<file path="src/verilog/tdf_map.vh">
// Constants for the transmit descriptor fetch engine: block layout, fields, opcodes.
// Assumes the includer uses the names only; no logic here.
`ifndef TDF_MAP_VH
`define TDF_MAP_VH
`define TDF_BIT_EOL 31
`define TDF_BIT_SUSP 30
`define TDF_BIT_IDONE 29
`define TDF_CID_HI 28
`define TDF_CID_LO 24
`define TDF_BIT_NOINS 20
`define TDF_BIT_MODE 19
`define TDF_CMD_HI 18
`define TDF_CMD_LO 16
`define TDF_OP_XMIT 3'h4
`define TDF_BIT_DONE 15
`define TDF_BIT_OK 13
`define TDF_BIT_UNDR 12
`define TDF_OFS_ARRAY 32'h00000008
`define TDF_OFS_COUNT 32'h0000000c
`define TDF_OFS_DATA 32'h00000010
`define TDF_OFS_EMB 32'h00000010
`define TDF_OFS_EXT_DATA 32'h00000020
`define TDF_NULL_PTR 32'hffffffff
`define TDF_BD_SIZE 32'h00000008
`define TDF_BD_EOL 15
`define TDF_MAX_INBLK 14'h0a28
`define TDF_THR_UNIT 3
`define TDF_CID_UNIT 16
`endif

</file>
<file path="src/verilog/tdf_engine.v">
// Transmit command engine: fetches a transmit command block, walks its descriptors,
// streams frame bytes to the transmit FIFO and writes completion status back.
// Assumes a word-wide memory master that answers a read in mem_rvalid and accepts
// writes in one cycle; the FIFO level and underrun pulse come from the wire side.
// One read is outstanding at a time; a descriptor is fetched only when its buffer
// is due, so descriptor reads never overlap the byte stream.
//
// Behaviour
// - End-of-list set: go idle after block, always raise idle interrupt.
// - Suspend set, end-of-list clear: go suspended after block; idle interrupt only if enabled.
// - Done interrupt raised after block only when its flag is set.
// - Five-bit field delays the idle interrupt.
// - No-insert clear: insert CRC and address, or CRC only if option set.
// - Mode 0 simplified data follows block; mode 1 adds descriptor data.
// - Transmit command recognised by opcode 100b in bits 18:16.
// - Completion flag set when last data byte has been moved.
// - No status written after the frame leaves the wire.
// - No-error flag always set together with completion.
// - Underrun flag reports underruns since last status write-back.
// - Array pointer addresses two-word descriptors; null in simplified mode.
// - Zero descriptor count means null pointer and whole frame in block.
// - Transmission starts once FIFO holds threshold times 8 bytes.
// - In-block bytes read from block address plus 10h (plus 20h for an extended block), up to 2600.
// - Simplified count is whole frame; flexible zero count uses buffers only.
// - Extended block is eight words with two embedded descriptors.
// - Extended block is treated as flexible mode.
// - Buffer pointers are absolute, no base added.
// - Descriptor size gives buffer bytes; its end flag ends the frame.
// - Dynamic mode: zero buffer pointer discarded and descriptor refetched. Code does this for array descriptors only; embedded pointers are used as is.
`default_nettype none
`include "tdf_map.vh"
module tdf_engine #(
    parameter CNT_W = 14
) (
    // Clock and reset
    input wire clk,
    input wire rst_n,
    // Command unit control
    input wire start,
    input wire [31:0] cu_base,
    input wire [31:0] block_ptr,
    input wire ext_block_en,
    input wire dyn_desc_en,
    input wire no_source_addr_option,
    input wire idle_int_on_suspend,
    // Memory master
    output reg mem_rd,
    output reg mem_wr,
    output reg [31:0] mem_addr,
    output reg [31:0] mem_wdata,
    input wire mem_rvalid,
    input wire [31:0] mem_rdata,
    // Transmit FIFO and wire side
    output reg fifo_wr,
    output reg [7:0] fifo_data,
    output reg fifo_last,
    input wire fifo_ready,
    input wire [11:0] fifo_level,
    input wire underrun_pulse,
    output reg tx_start,
    output reg insert_crc,
    output reg insert_src_addr,
    // Command unit state and events
    output reg busy,
    output reg cu_suspended,
    output reg cu_idle,
    output reg command_done_interrupt,
    output reg command_unit_idle_interrupt,
    output reg bad_command
);
    localparam S_IDLE = 4'h0;
    localparam S_HDR = 4'h1;
    localparam S_WAIT = 4'h2;
    localparam S_INB = 4'h3;
    localparam S_BDA = 4'h4;
    localparam S_BDB = 4'h5;
    localparam S_BUF = 4'h6;
    localparam S_STAT = 4'h7;
    localparam S_FIN = 4'h8;
    localparam S_DLY = 4'h9;

    reg [3:0] st_ff;
    reg [2:0] word_ff;
    // Copies of the block header and of the two embedded descriptors
    reg [31:0] cmd_ff;
    reg [31:0] arr_ff;
    reg [31:0] cnt_ff;
    reg [31:0] emb_ptr0_ff;
    reg [31:0] emb_ptr1_ff;
    reg [31:0] emb_sz0_ff;
    reg [31:0] emb_sz1_ff;
    // Data and descriptor walk
    reg [31:0] rd_addr_ff;
    reg [CNT_W-1:0] bytes_ff;
    reg [7:0] bd_left_ff;
    reg [7:0] bd_idx_ff;
    reg [31:0] bd_ptr_ff;
    reg bd_last_ff;
    reg [31:0] word_data_ff;
    reg [1:0] lane_ff;
    reg have_word_ff;
    reg rd_pend_ff;
    // Status and interrupt timing
    reg underrun_ff;
    reg [8:0] dly_ff;
    reg from_bd_ff;

    wire [31:0] blk_addr = cu_base + block_ptr;
    wire flexible = cmd_ff[`TDF_BIT_MODE] | ext_block_en;
    wire [7:0] bd_count = cnt_ff[31:24];
    wire [7:0] thresh = cnt_ff[23:16];
    wire [CNT_W-1:0] inblk_cnt = cnt_ff[CNT_W-1:0];
    wire no_array = (bd_count == 8'h00) | (arr_ff == `TDF_NULL_PTR) | ~flexible;
    // Threshold in bytes; a zero field never starts a frame
    wire [11:0] thr_bytes = {1'b0, thresh, `TDF_THR_UNIT'h0};
    wire [CNT_W-1:0] inblk_lim = (inblk_cnt > `TDF_MAX_INBLK) ? `TDF_MAX_INBLK : inblk_cnt;
    wire [7:0] emb_n = ext_block_en ? 8'h02 : 8'h00;
    // Embedded descriptors of an extended block need no memory read
    wire use_emb = bd_idx_ff < emb_n;
    // Idle interrupt delay: sixteen clocks per step of the field
    wire [8:0] cid_clocks = {cmd_ff[`TDF_CID_HI:`TDF_CID_LO], 4'h0};

    // Status half: completion and no-error always together, underrun since last write-back
    reg [15:0] stat_lo;
    always @* begin
        stat_lo = 16'h0000;
        stat_lo[`TDF_BIT_DONE] = 1'b1;
        stat_lo[`TDF_BIT_OK] = 1'b1;
        stat_lo[`TDF_BIT_UNDR] = underrun_ff | underrun_pulse;
    end

    // Header word offset in block layout
    function [31:0] hdr_ofs;
        input [2:0] w;
        begin
            hdr_ofs = {27'h0, w, 2'h0};
        end
    endfunction

    // Frame ends when no descriptor is left or the current one carried its end flag
    function frame_end;
        input [7:0] left;
        input from_bd;
        input last;
        begin
            frame_end = (left == 8'h00) | (from_bd & last);
        end
    endfunction

    always @(posedge clk or negedge rst_n) begin
        if (!rst_n) begin
            st_ff <= S_IDLE;
            word_ff <= 3'h0;
            cmd_ff <= 32'h0;
            arr_ff <= 32'h0;
            cnt_ff <= 32'h0;
            emb_ptr0_ff <= 32'h0;
            emb_ptr1_ff <= 32'h0;
            emb_sz0_ff <= 32'h0;
            emb_sz1_ff <= 32'h0;
            rd_addr_ff <= 32'h0;
            bytes_ff <= {CNT_W{1'b0}};
            bd_left_ff <= 8'h0;
            bd_idx_ff <= 8'h0;
            bd_ptr_ff <= 32'h0;
            bd_last_ff <= 1'b0;
            word_data_ff <= 32'h0;
            lane_ff <= 2'h0;
            have_word_ff <= 1'b0;
            rd_pend_ff <= 1'b0;
            underrun_ff <= 1'b0;
            dly_ff <= 9'h0;
            from_bd_ff <= 1'b0;
            mem_rd <= 1'b0;
            mem_wr <= 1'b0;
            mem_addr <= 32'h0;
            mem_wdata <= 32'h0;
            fifo_wr <= 1'b0;
            fifo_data <= 8'h0;
            fifo_last <= 1'b0;
            tx_start <= 1'b0;
            insert_crc <= 1'b0;
            insert_src_addr <= 1'b0;
            busy <= 1'b0;
            cu_suspended <= 1'b0;
            cu_idle <= 1'b1;
            command_done_interrupt <= 1'b0;
            command_unit_idle_interrupt <= 1'b0;
            bad_command <= 1'b0;
        end else begin
            mem_rd <= 1'b0;
            mem_wr <= 1'b0;
            fifo_wr <= 1'b0;
            fifo_last <= 1'b0;
            command_done_interrupt <= 1'b0;
            command_unit_idle_interrupt <= 1'b0;
            bad_command <= 1'b0;
            // Underruns gather until the next status write; a new one wins over the clear
            if (underrun_pulse) begin
                underrun_ff <= 1'b1;
            end
            if (busy && fifo_level >= thr_bytes && thresh != 8'h00) begin
                tx_start <= 1'b1;
            end
            case (st_ff)
                S_IDLE: begin
                    if (start) begin
                        busy <= 1'b1;
                        cu_idle <= 1'b0;
                        cu_suspended <= 1'b0;
                        tx_start <= 1'b0;
                        word_ff <= 3'h0;
                        rd_pend_ff <= 1'b0;
                        st_ff <= S_HDR;
                    end
                end

                // One read outstanding; the link word is read and dropped
                S_HDR: begin
                    if (!rd_pend_ff) begin
                        mem_rd <= 1'b1;
                        mem_addr <= blk_addr + hdr_ofs(word_ff);
                        rd_pend_ff <= 1'b1;
                    end else if (mem_rvalid) begin
                        rd_pend_ff <= 1'b0;
                        case (word_ff)
                            3'h0: cmd_ff <= mem_rdata;
                            3'h2: arr_ff <= mem_rdata;
                            3'h3: cnt_ff <= mem_rdata;
                            3'h4: emb_ptr0_ff <= mem_rdata;
                            3'h5: emb_sz0_ff <= mem_rdata;
                            3'h6: emb_ptr1_ff <= mem_rdata;
                            3'h7: emb_sz1_ff <= mem_rdata;
                            default: ;
                        endcase
                        if (word_ff == (ext_block_en ? 3'h7 : 3'h3)) begin
                            st_ff <= S_WAIT;
                        end else begin
                            word_ff <= word_ff + 3'h1;
                        end
                    end
                end

                // A refused opcode ends the block with no status write
                S_WAIT: begin
                    if (cmd_ff[`TDF_CMD_HI:`TDF_CMD_LO] != `TDF_OP_XMIT) begin
                        bad_command <= 1'b1;
                        st_ff <= S_FIN;
                    end else begin
                        insert_crc <= ~cmd_ff[`TDF_BIT_NOINS];
                        insert_src_addr <= ~cmd_ff[`TDF_BIT_NOINS] & ~no_source_addr_option;
                        bd_idx_ff <= 8'h0;
                        bd_left_ff <= no_array ? 8'h00 : bd_count;
                        have_word_ff <= 1'b0;
                        from_bd_ff <= 1'b0;
                        bytes_ff <= inblk_lim;
                        rd_addr_ff <= blk_addr + (ext_block_en ? `TDF_OFS_EXT_DATA : `TDF_OFS_DATA);
                        st_ff <= (inblk_lim != {CNT_W{1'b0}}) ? S_INB : S_BDA;
                    end
                end

                // Bytes leave little-endian, from the lane the address points at
                S_INB, S_BUF: begin
                    if (bytes_ff == {CNT_W{1'b0}}) begin
                        st_ff <= S_BDA;
                    end else if (!have_word_ff) begin
                        if (!rd_pend_ff) begin
                            mem_rd <= 1'b1;
                            mem_addr <= {rd_addr_ff[31:2], 2'h0};
                            lane_ff <= rd_addr_ff[1:0];
                            rd_pend_ff <= 1'b1;
                        end else if (mem_rvalid) begin
                            rd_pend_ff <= 1'b0;
                            word_data_ff <= mem_rdata;
                            have_word_ff <= 1'b1;
                        end
                    end else if (fifo_ready) begin
                        fifo_wr <= 1'b1;
                        fifo_data <= word_data_ff[{lane_ff, 3'h0} +: 8];
                        bytes_ff <= bytes_ff - {{(CNT_W-1){1'b0}}, 1'b1};
                        rd_addr_ff <= rd_addr_ff + 32'h1;
                        lane_ff <= lane_ff + 2'h1;
                        if (lane_ff == 2'h3) begin
                            have_word_ff <= 1'b0;
                        end
                        if (bytes_ff == {{(CNT_W-1){1'b0}}, 1'b1}) begin
                            have_word_ff <= 1'b0;
                            if (frame_end(bd_left_ff, from_bd_ff, bd_last_ff)) begin
                                fifo_last <= 1'b1;
                                st_ff <= S_STAT;
                            end
                        end
                    end
                end

                // Dynamic mode drops a zero pointer read from the array and reads the same descriptor again; embedded ones are used as is
                S_BDA: begin
                    if (frame_end(bd_left_ff, from_bd_ff, bd_last_ff)) begin
                        fifo_last <= 1'b1;
                        st_ff <= S_STAT;
                    end else if (use_emb) begin
                        bd_ptr_ff <= bd_idx_ff[0] ? emb_ptr1_ff : emb_ptr0_ff;
                        word_data_ff <= bd_idx_ff[0] ? emb_sz1_ff : emb_sz0_ff;
                        st_ff <= S_BDB;
                    end else if (!rd_pend_ff) begin
                        mem_rd <= 1'b1;
                        mem_addr <= arr_ff + {21'h0, bd_idx_ff - emb_n, 3'h0};
                        rd_pend_ff <= 1'b1;
                    end else if (mem_rvalid) begin
                        rd_pend_ff <= 1'b0;
                        if (dyn_desc_en && mem_rdata == 32'h0) begin
                            st_ff <= S_BDA;
                        end else begin
                            bd_ptr_ff <= mem_rdata;
                            mem_rd <= 1'b1;
                            mem_addr <= arr_ff + {21'h0, bd_idx_ff - emb_n, 3'h4};
                            rd_pend_ff <= 1'b1;
                            st_ff <= S_BDB;
                        end
                    end
                end

                S_BDB: begin
                    if (use_emb || mem_rvalid) begin
                        rd_pend_ff <= 1'b0;
                        from_bd_ff <= 1'b1;
                        bd_idx_ff <= bd_idx_ff + 8'h1;
                        bd_left_ff <= bd_left_ff - 8'h1;
                        bd_last_ff <= use_emb ? word_data_ff[`TDF_BD_EOL]
                                              : mem_rdata[`TDF_BD_EOL];
                        bytes_ff <= use_emb ? word_data_ff[CNT_W-1:0]
                                            : mem_rdata[CNT_W-1:0];
                        rd_addr_ff <= bd_ptr_ff;
                        have_word_ff <= 1'b0;
                        st_ff <= S_BUF;
                    end
                end

                // Only status write of the block; nothing follows once the frame is out
                S_STAT: begin
                    mem_wr <= 1'b1;
                    mem_addr <= blk_addr;
                    mem_wdata <= {cmd_ff[31:16], stat_lo};
                    underrun_ff <= 1'b0;
                    if (underrun_pulse) begin
                        underrun_ff <= 1'b1;
                    end
                    st_ff <= S_FIN;
                end

                // Done pulse follows the status write by one clock
                S_FIN: begin
                    command_done_interrupt <= cmd_ff[`TDF_BIT_IDONE] & ~bad_command;
                    busy <= 1'b0;
                    dly_ff <= cid_clocks;
                    if (cmd_ff[`TDF_BIT_EOL]) begin
                        cu_idle <= 1'b1;
                        st_ff <= S_DLY;
                    end else if (cmd_ff[`TDF_BIT_SUSP]) begin
                        cu_suspended <= 1'b1;
                        st_ff <= idle_int_on_suspend ? S_DLY : S_IDLE;
                    end else begin
                        st_ff <= S_IDLE;
                    end
                end

                // Idle interrupt held back by the programmed delay
                S_DLY: begin
                    if (dly_ff == 9'h0) begin
                        command_unit_idle_interrupt <= 1'b1;
                        st_ff <= S_IDLE;
                    end else begin
                        dly_ff <= dly_ff - 9'h1;
                    end
                end
                default: st_ff <= S_IDLE;
            endcase
        end
    end
endmodule // tdf_engine
`default_nettype wire

</file>
<file path="config.mk">
export PLATFORM = sky130hd
export DESIGN_NAME = tdf_engine
export DESIGN_NICKNAME = d
export VERILOG_FILES = /design/src/verilog/tdf_engine.v
export VERILOG_INCLUDE_DIRS = /design/src /design/src/verilog
export SDC_FILE = /design/constraint.sdc
export NUM_CORES = 1
export LEC_CHECK = 0
export BUFFER_PORTS_ARGS = -buffer_cell sky130_fd_sc_hd__buf_4
export CAP_MARGIN = 10
export CORE_MARGIN = 2
export CORE_UTILIZATION = 60
export CTS_CLUSTER_SIZE = 12
export DETAILED_ROUTE_END_ITERATION = 8
export GPL_TIMING_DRIVEN = 0
export PLACE_DENSITY = 0.81
export SLEW_MARGIN = 25
export SYNTH_ARGS = -nofsm -noshare
export SYNTH_HDL_FRONTEND = slang
export SYNTH_SLANG_ARGS = --single-unit
</file>
<file path="constraint.sdc">
create_clock -name clk -period 4.4 [get_ports clk]
set_input_delay 0.88 -clock clk [delete_from_list [all_inputs] [get_ports clk]]
set_output_delay 0.88 -clock clk [all_outputs]
set_load 0.01 [all_outputs]
</file>
==> impl_metrics.csv, run 1 <==
group,metric,value,unit
job,drv_cap,0,
logic_synthesis,synthCells,2615,
logic_synthesis,seq_area_frac_synth,42.5,%
timing,tightest_slew,1.12,ns
floorplanning,die-area,43500,sq um
power_and_ir_drop,p_int,9640,uW
hold_path,worstHoldPathType,"input pin to asynchronous set/reset pin",
timing,tns,0,ns
logic_synthesis,post_synth_most_frequent_cells,"425 x dfrtp_1, 300 x nand2_1, 228 x o21ai_0",
power_and_ir_drop,vdd_drop_max,0.503,mV
critical_path,cp-end-kind,"flop",
detailed_routing,ant_nets,0,
global_routing,grt_util_all_layers,38.0,%
clock_network,cts_root_buf,"clkbuf_16",
timing,clock-skew-final,0.0213,ns
clock_network,cts_made_buffers,45,
power_and_ir_drop,powerDensity,596,nW/um^2
timing,period_needed,4.38,ns
timing,timing.hold.ws,0.236,ns
power_and_ir_drop,swShare,43.4,%
clock_network,clk_pin_slew_worst_paths,0.06,ns
detailed_routing,dr_total_vias,22300,
critical_path,cp_slowest_stage_delay,0.86,ns
critical_path,worst_ep_required_time,4.83,ns
critical_path,cpMostUsedCell,"clkbuf_1",
layout,register_area,10700,sq um
power_and_ir_drop,switchingPower,7380,uW
timing,drv_slew,0,
logic_synthesis,synth_top_cell_by_area,"dfrtp_1",
detailed_routing,drt-total-wl,83100,um
floorplanning,io_pins,203,
logic_synthesis,yosys_warnings,0,
run_status,status,"completed",
clock_network,cts_tree,"done",
timing,fmax,228,MHz
critical_path,worstPathMaxFanout,10,
power_and_ir_drop,p_leak,0.0128,uW
critical_path,crit_path_start_kind,"flop",
detailed_routing,viasPerCell,6.56,
layout,multi_input_area,13600,sq um
layout,nFillCells,3171,
logic_synthesis,async_reset_ff_share,100,%
power_and_ir_drop,power.share.clock,21.7,%
clock_network,clk_latency,0.56,ns
layout,fin_nets,3030,
layout,final_layout_size_suffix_gt1_share,18.6,%
global_routing,antenna_found_initial,4,
critical_path,crit_chain,"clkbuf_1 -> xor2_1 -> nor3b_1 -> clkbuf_1 -> buf_1 -> clkbuf_1 -> nand2_1 -> a311oi_1 -> nor2_1",
timing,period_share,99.5,%
clock_network,clockBufferDepth,3,
critical_path,crit_arrival,4.80,ns
critical_path,path_class,"flop to flop",
placed_design,post-dp-hpwl,61900,um
timing,setup-violations-final,0,
logic_synthesis,synth_most_common_cell,"dfrtp_1",
timing,grt_setup_unrepaired,"false",
placed_design,io_buffer_count,158,
clock_network,post-cts-setup-buffers,0,
clock_network,h-tree-depth,2,
detailed_routing,drt-pass1-iter-count,6,
detailed_routing,route.detailed.drc,0,
timing,hold_viol_final,0,
detailed_routing,wl_per_cell,24.5,um
timing,slew_headroom,25.2,%
floorplanning,die_height,209,um
logic_synthesis,ys_seq_elements,426,
logic_synthesis,synthTopCellsByArea,"dfrtp_1 42%, mux2_2 9.6%, o21ai_0 4.5%, nand2_1 4.5%, a21oi_1 3.8%",
clock_network,clock_sinks,426,
logic_synthesis,synth_top_area_share,42.4,%
logic_synthesis,synthFlopType,"dfrtp_1",
logic_synthesis,synth_enable_flop_cells,0,
floorplanning,core,41000,sq um
global_routing,grt_pass1_wl,127000,um
floorplanning,num_rows,74,
global_routing,grt_max_degree,96,
logic_synthesis,synth_area_per_cell,9.60,sq um
floorplanning,die_width,209,um
floorplanning,initial_utilization,61.2,%
global_routing,gr-total-overflow,0,
global_routing,grt_pass1_vias,22300,
logic_synthesis,syn_area,25100,sq um
critical_path,slowest_stage,"clkbuf_1",
layout,area_growth,13.9,%
detailed_routing,drt_iter0_markers,2616,
power_and_ir_drop,p_comb_share,44.3,%
power_and_ir_drop,sequentialPowerShare,34.0,%
placed_design,place.gp.congestion,0.970,
logic_synthesis,ys_types,101,
final timing paths:
| kind | start | to | slack, ns | depth (start not counted) |
|---|---|---|---|---|
| min in group clk | cmd_ff[23]$_DFFE_PN0P_ | mem_wdata[23]$_DFFE_PN0P_ | 0.47 | 2 |
| max in group asynchronous | rst_n | rd_addr_ff[31]$_DFFE_PN0P_ | 2.94 | 3 |
| min | rst_n | emb_sz0_ff[2]$_DFFE_PN0P_ | 0.24 | 1 |
| min reg2reg | cmd_ff[23]$_DFFE_PN0P_ | mem_wdata[23]$_DFFE_PN0P_ | 0.47 | 2 |
| max | st_ff[0]$_DFFE_PN0P_ | rd_addr_ff[0]$_DFFE_PN0P_ | 0.02 | 9 |
| max reg2reg | st_ff[0]$_DFFE_PN0P_ | rd_addr_ff[0]$_DFFE_PN0P_ | 0.02 | 9 |
stage by stage:
stage	total power (uW)	std cells	instance area, sq um	setup WS (ns)	util, %
after floorplan	10100	2627	25100	0.245	-
after global placement	12800	3317	27000	-1.72	65.8
after detailed placement	13100	3322	27100	-0.637	66.2
after CTS	16800	3395	28500	0.109	69.6
after global routing	17800	3397	28600	0.0412	69.7
final	17000	3397	28600	0.0210	69.7
routing by layer:
layer | track usage [%] | share of wire (%)
met1 | 46.1 | 38
met2 | 63.2 | 47
met3 | 6.29 | 8.0
met4 | 24.4 | 6.9
met5 | 0 | 0.039
layout make-up:
type                    count  area share (%)
diodes                      1         0.00875
plain buffers             179            2.63
clock buffers              64            4.36
clock inverters             9           0.429
inverters                  58           0.761
multi-input cells        1964            47.5
flip-flops and latches    426            37.3
well taps                 532            2.33
repair buffers            164            4.68
worst max-delay path: cells and delay by family (launching register included):
kind	cells	cell delay (ns)
buffers and inverters	4	2.35
AND/OR/NAND/NOR	3	1.02
flip-flops	1	0.34
AO/OA/AOI/OAI	1	0.32
XOR/XNOR	1	0.21
power by group through the flow:
stage                     sequential [uW]  combinational, uW  clock [uW]
final                                5800               7530        3690
after global routing                 5880               8060        3850
after CTS                            5750               7320        3700
after detailed placement             5810               7260           0
after global placement               5760               7050           0
after floorplan                      5620               4510           0
cell usage in the layout (no fill, tap or decap), types with 20 or more instances in the layout:
master and instances:
nor2_1 199, ha_1 69, clkbuf_1 132, a21oi_1 190, nand4_1 26, nand2_1 300, mux2_2 214, and3_1 20
inv_1 58, clkbuf_16 45, nor4_1 25, nand3_1 45, a31oi_1 27, xnor2_1 73, a21o_1 20, o21ai_0 228
nor3_1 37, buf_4 173, and2_1 22, a221oi_1 29, buf_1 38, dfrtp_1 425, mux2i_1 79, xor2_1 30
logic make-up (layout without fill, tap and decap cells):
| logic type | Yosys count | count (layout) | synth area share, % |
|---|---|---|---|
| other | 1 | 14 | 0.0149 |
| DFF | 426 | 426 | 42.5 |
| and+or+nand+nor | 800 | 800 | 15.9 |
| muxes | 301 | 301 | 13.5 |
| buffers and inverters | 237 | 474 | 3.87 |
| adders and majority gates | 74 | 74 | 3.84 |
| xor gates and xnor gates | 107 | 107 | 3.84 |
| AOI/OAI and AO/OA | 669 | 669 | 16.6 |
what timing repair did:
| item | CTS | global route |
|---|---|---|
| hold buffers | 0 | 0 |
| gates cloned | 0 | 0 |
| gates resized for setup | 1 | 4 |
| setup endpoints to repair | 2 | 14 |
Note: power is estimated with default switching activity, not from simulation.
==> run 2, diff against run 1 <==
- CORE_UTILIZATION: 60 -> 30
- MAX_ROUTING_LAYER: default -> met4
- PLACE_DENSITY: 0.81 -> 0.47
- SKIP_CTS_REPAIR_TIMING: default -> 1
==> impl_metrics.csv, run 2 (synthesized netlist as in run 1, its figures left out) <==
group,metric,value,unit
placed_design,io_buffer_count,158,
floorplanning,num_rows,106,
timing,clock-skew-final,0.0145,ns
power_and_ir_drop,vdd_drop_max,0.277,mV
critical_path,cp-end-kind,"flop",
placed_design,dpl-instance-area,27900,sq um
global_routing,antenna_found_initial,6,
layout,layout.cells.non_filler,3970,
critical_path,timing.rr.end,"rd_addr_ff[14]$_DFFE_PN0P_",
critical_path,worst_ep_required_time,4.84,ns
critical_path,r2r_cells,10,
detailed_routing,dr_total_vias,21500,
timing,grt_setup_unrepaired,"false",
layout,final_area,29700,sq um
critical_path,path_buf_inv,1,
timing,fmax,239,MHz
clock_network,clock_sinks,426,
detailed_routing,route.detailed.drc,0,
detailed_routing,drt-total-wl,94100,um
job,drv_cap,0,
clock_network,h-tree-depth,2,
critical_path,path_class,"input pin to flop",
timing,period_needed,4.19,ns
global_routing,gr-total-overflow,0,
timing,setup-violations-final,0,
detailed_routing,drt-pass1-iter-count,6,
layout,final_layout_size_suffix_gt1_share,19.5,%
critical_path,timing.critical_path.from,"cu_base[0]",
critical_path,crit_chain,"buf_4 -> ha_1 -> fa_1 -> a211oi_2 -> o211ai_1 -> and2_1 -> o21ai_0 -> a21boi_0 -> nor4_2 -> nand4_1 -> xnor2_1 -> a221oi_1 -> o21ai_0",
critical_path,crit_family,"compound AO/OA/AOI/OAI gates",
power_and_ir_drop,p_int,10200,uW
layout,fin_nets,3038,
power_and_ir_drop,swShare,43.1,%
power_and_ir_drop,powerDensity,604,nW/um^2
power_and_ir_drop,p_total,17900,uW
floorplanning,initial_utilization,30.1,%
floorplanning,die_width,293,um
critical_path,crit_path_start_kind,"input pin",
timing,drv_slew,0,
clock_network,clockBufferDepth,3,
power_and_ir_drop,sequentialPowerShare,32.3,%
placed_design,dp.cells,3873,
clock_network,cts_tree,"done",
placed_design,place.gp.congestion,0.894,
timing,tns,0,ns
power_and_ir_drop,power.share.clock,24.8,%
critical_path,cpMostUsedCell,"o21ai_0",
detailed_routing,ant_nets,0,
detailed_routing,drt_iter0_markers,1835,
clock_network,cts_root_buf,"clkbuf_16",
clock_network,clk_latency,0.60,ns
placed_design,place_ws,-0.658,ns
critical_path,slowest_stage,"nor4_2",
global_routing,grt_pass1_vias,21500,
critical_path,crit_arrival,4.63,ns
power_and_ir_drop,p_comb_share,42.9,%
floorplanning,core,83300,sq um
timing,hold_viol_final,0,
detailed_routing,wl_per_cell,23.7,um
floorplanning,die_height,293,um
power_and_ir_drop,p_leak,0.0131,uW
floorplanning,die-area,86000,sq um
timing,period_share,95.2,%
timing,tightest_slew,1.13,ns
critical_path,cp_slowest_stage_delay,0.55,ns
layout,area_growth,18.4,%
global_routing,grt_max_degree,93,
power_and_ir_drop,switchingPower,7730,uW
layout,layout_common_cells,"425 x dfrtp_1, 300 x nand2_1, 228 x o21ai_0",
timing,layout_setup_ws,0.212,ns
floorplanning,io_pins,203,
detailed_routing,viasPerCell,5.42,
run_status,status,"completed",
layout,final_common_cell,"dfrtp_1",
hold_path,worstHoldPathType,"input pin to asynchronous set/reset pin",
critical_path,worstReg2RegStart,"bytes_ff[9]$_DFFE_PN0P_",
global_routing,grt_pass1_wl,139000,um
critical_path,worstPathMaxFanout,5,
timing,slew_headroom,24.8,%
critical_path,rrSetupSlack,0.23,ns
clock_network,clk_pin_slew_worst_paths,0.06,ns
clock_network,cts_made_buffers,51,
global_routing,grt_util_all_layers,22.1,%
placed_design,post-dp-hpwl,70800,um
## run 2: worst max path at each step
stage,end,slack (ns),cells after the start
after floorplan,rd_addr_ff[23]$_DFFE_PN0P_,0.24,14
after global placement,mem_addr[6]$_DFFE_PN0P_,-2.08,1
after detailed placement,rd_addr_ff[23]$_DFFE_PN0P_,-0.66,15
after CTS,rd_addr_ff[23]$_DFFE_PN0P_,-0.04,15
after global routing,rd_addr_ff[23]$_DFFE_PN0P_,0.01,13
final,rd_addr_ff[23]$_DFFE_PN0P_,0.21,13
## run 2: power by group through the flow
stage | Clock [uW] | Sequential, uW | Combinational, uW
CTS | 4530 | 5790 | 7640
floorplan | 0 | 5620 | 4510
finish | 4450 | 5790 | 7710
global route | 4700 | 5910 | 8350
global placement | 0 | 5820 | 7490
detailed placement | 0 | 5850 | 7600
## run 2: final cells by class
| class | instances | area, sq um |
|---|---|---|
| Antenna cell | 6 | 15.0 |
| Buffer | 179 | 769 |
| Clock buffer | 75 | 1560 |
| Clock inverter | 16 | 198 |
| Fill cell | 8494 | 53600 |
| Inverter | 58 | 218 |
| Multi-Input combinational cell | 1964 | 13600 |
| Sequential cell | 426 | 10700 |
| Tap cell | 1080 | 1350 |
| Timing Repair Buffer | 166 | 1370 |
## run 2: worst reg2reg max path, stage by stage, from the launching register on
cell and delay [ns]:
dfrtp_1 0.41, nor3_1 0.52, nand2_1 0.22, nor3_1 0.70, nand2_1 0.12, nand2_1 0.22, a31oi_1 0.16, nand2_1 0.55
clkdlybuf4s15_1 0.82, o22ai_1 0.18, a31oi_1 0.20
## run 2: stage by stage
stage,utilization [%],hold WS (ns)
2_1_floorplan,-,0.435
3_3_place_gp,33.2,0.453
3_5_place_dp,33.5,0.464
4_1_cts,35.6,0.0664
5_1_grt,35.7,0.0714
6_report,35.7,0.0932
## run 2: layer usage
layer	track usage, %	wire length [um]
met1	28.3	41500
met2	37.2	45900
met3	2.69	4410
met4	5.65	2260
met5	-	0
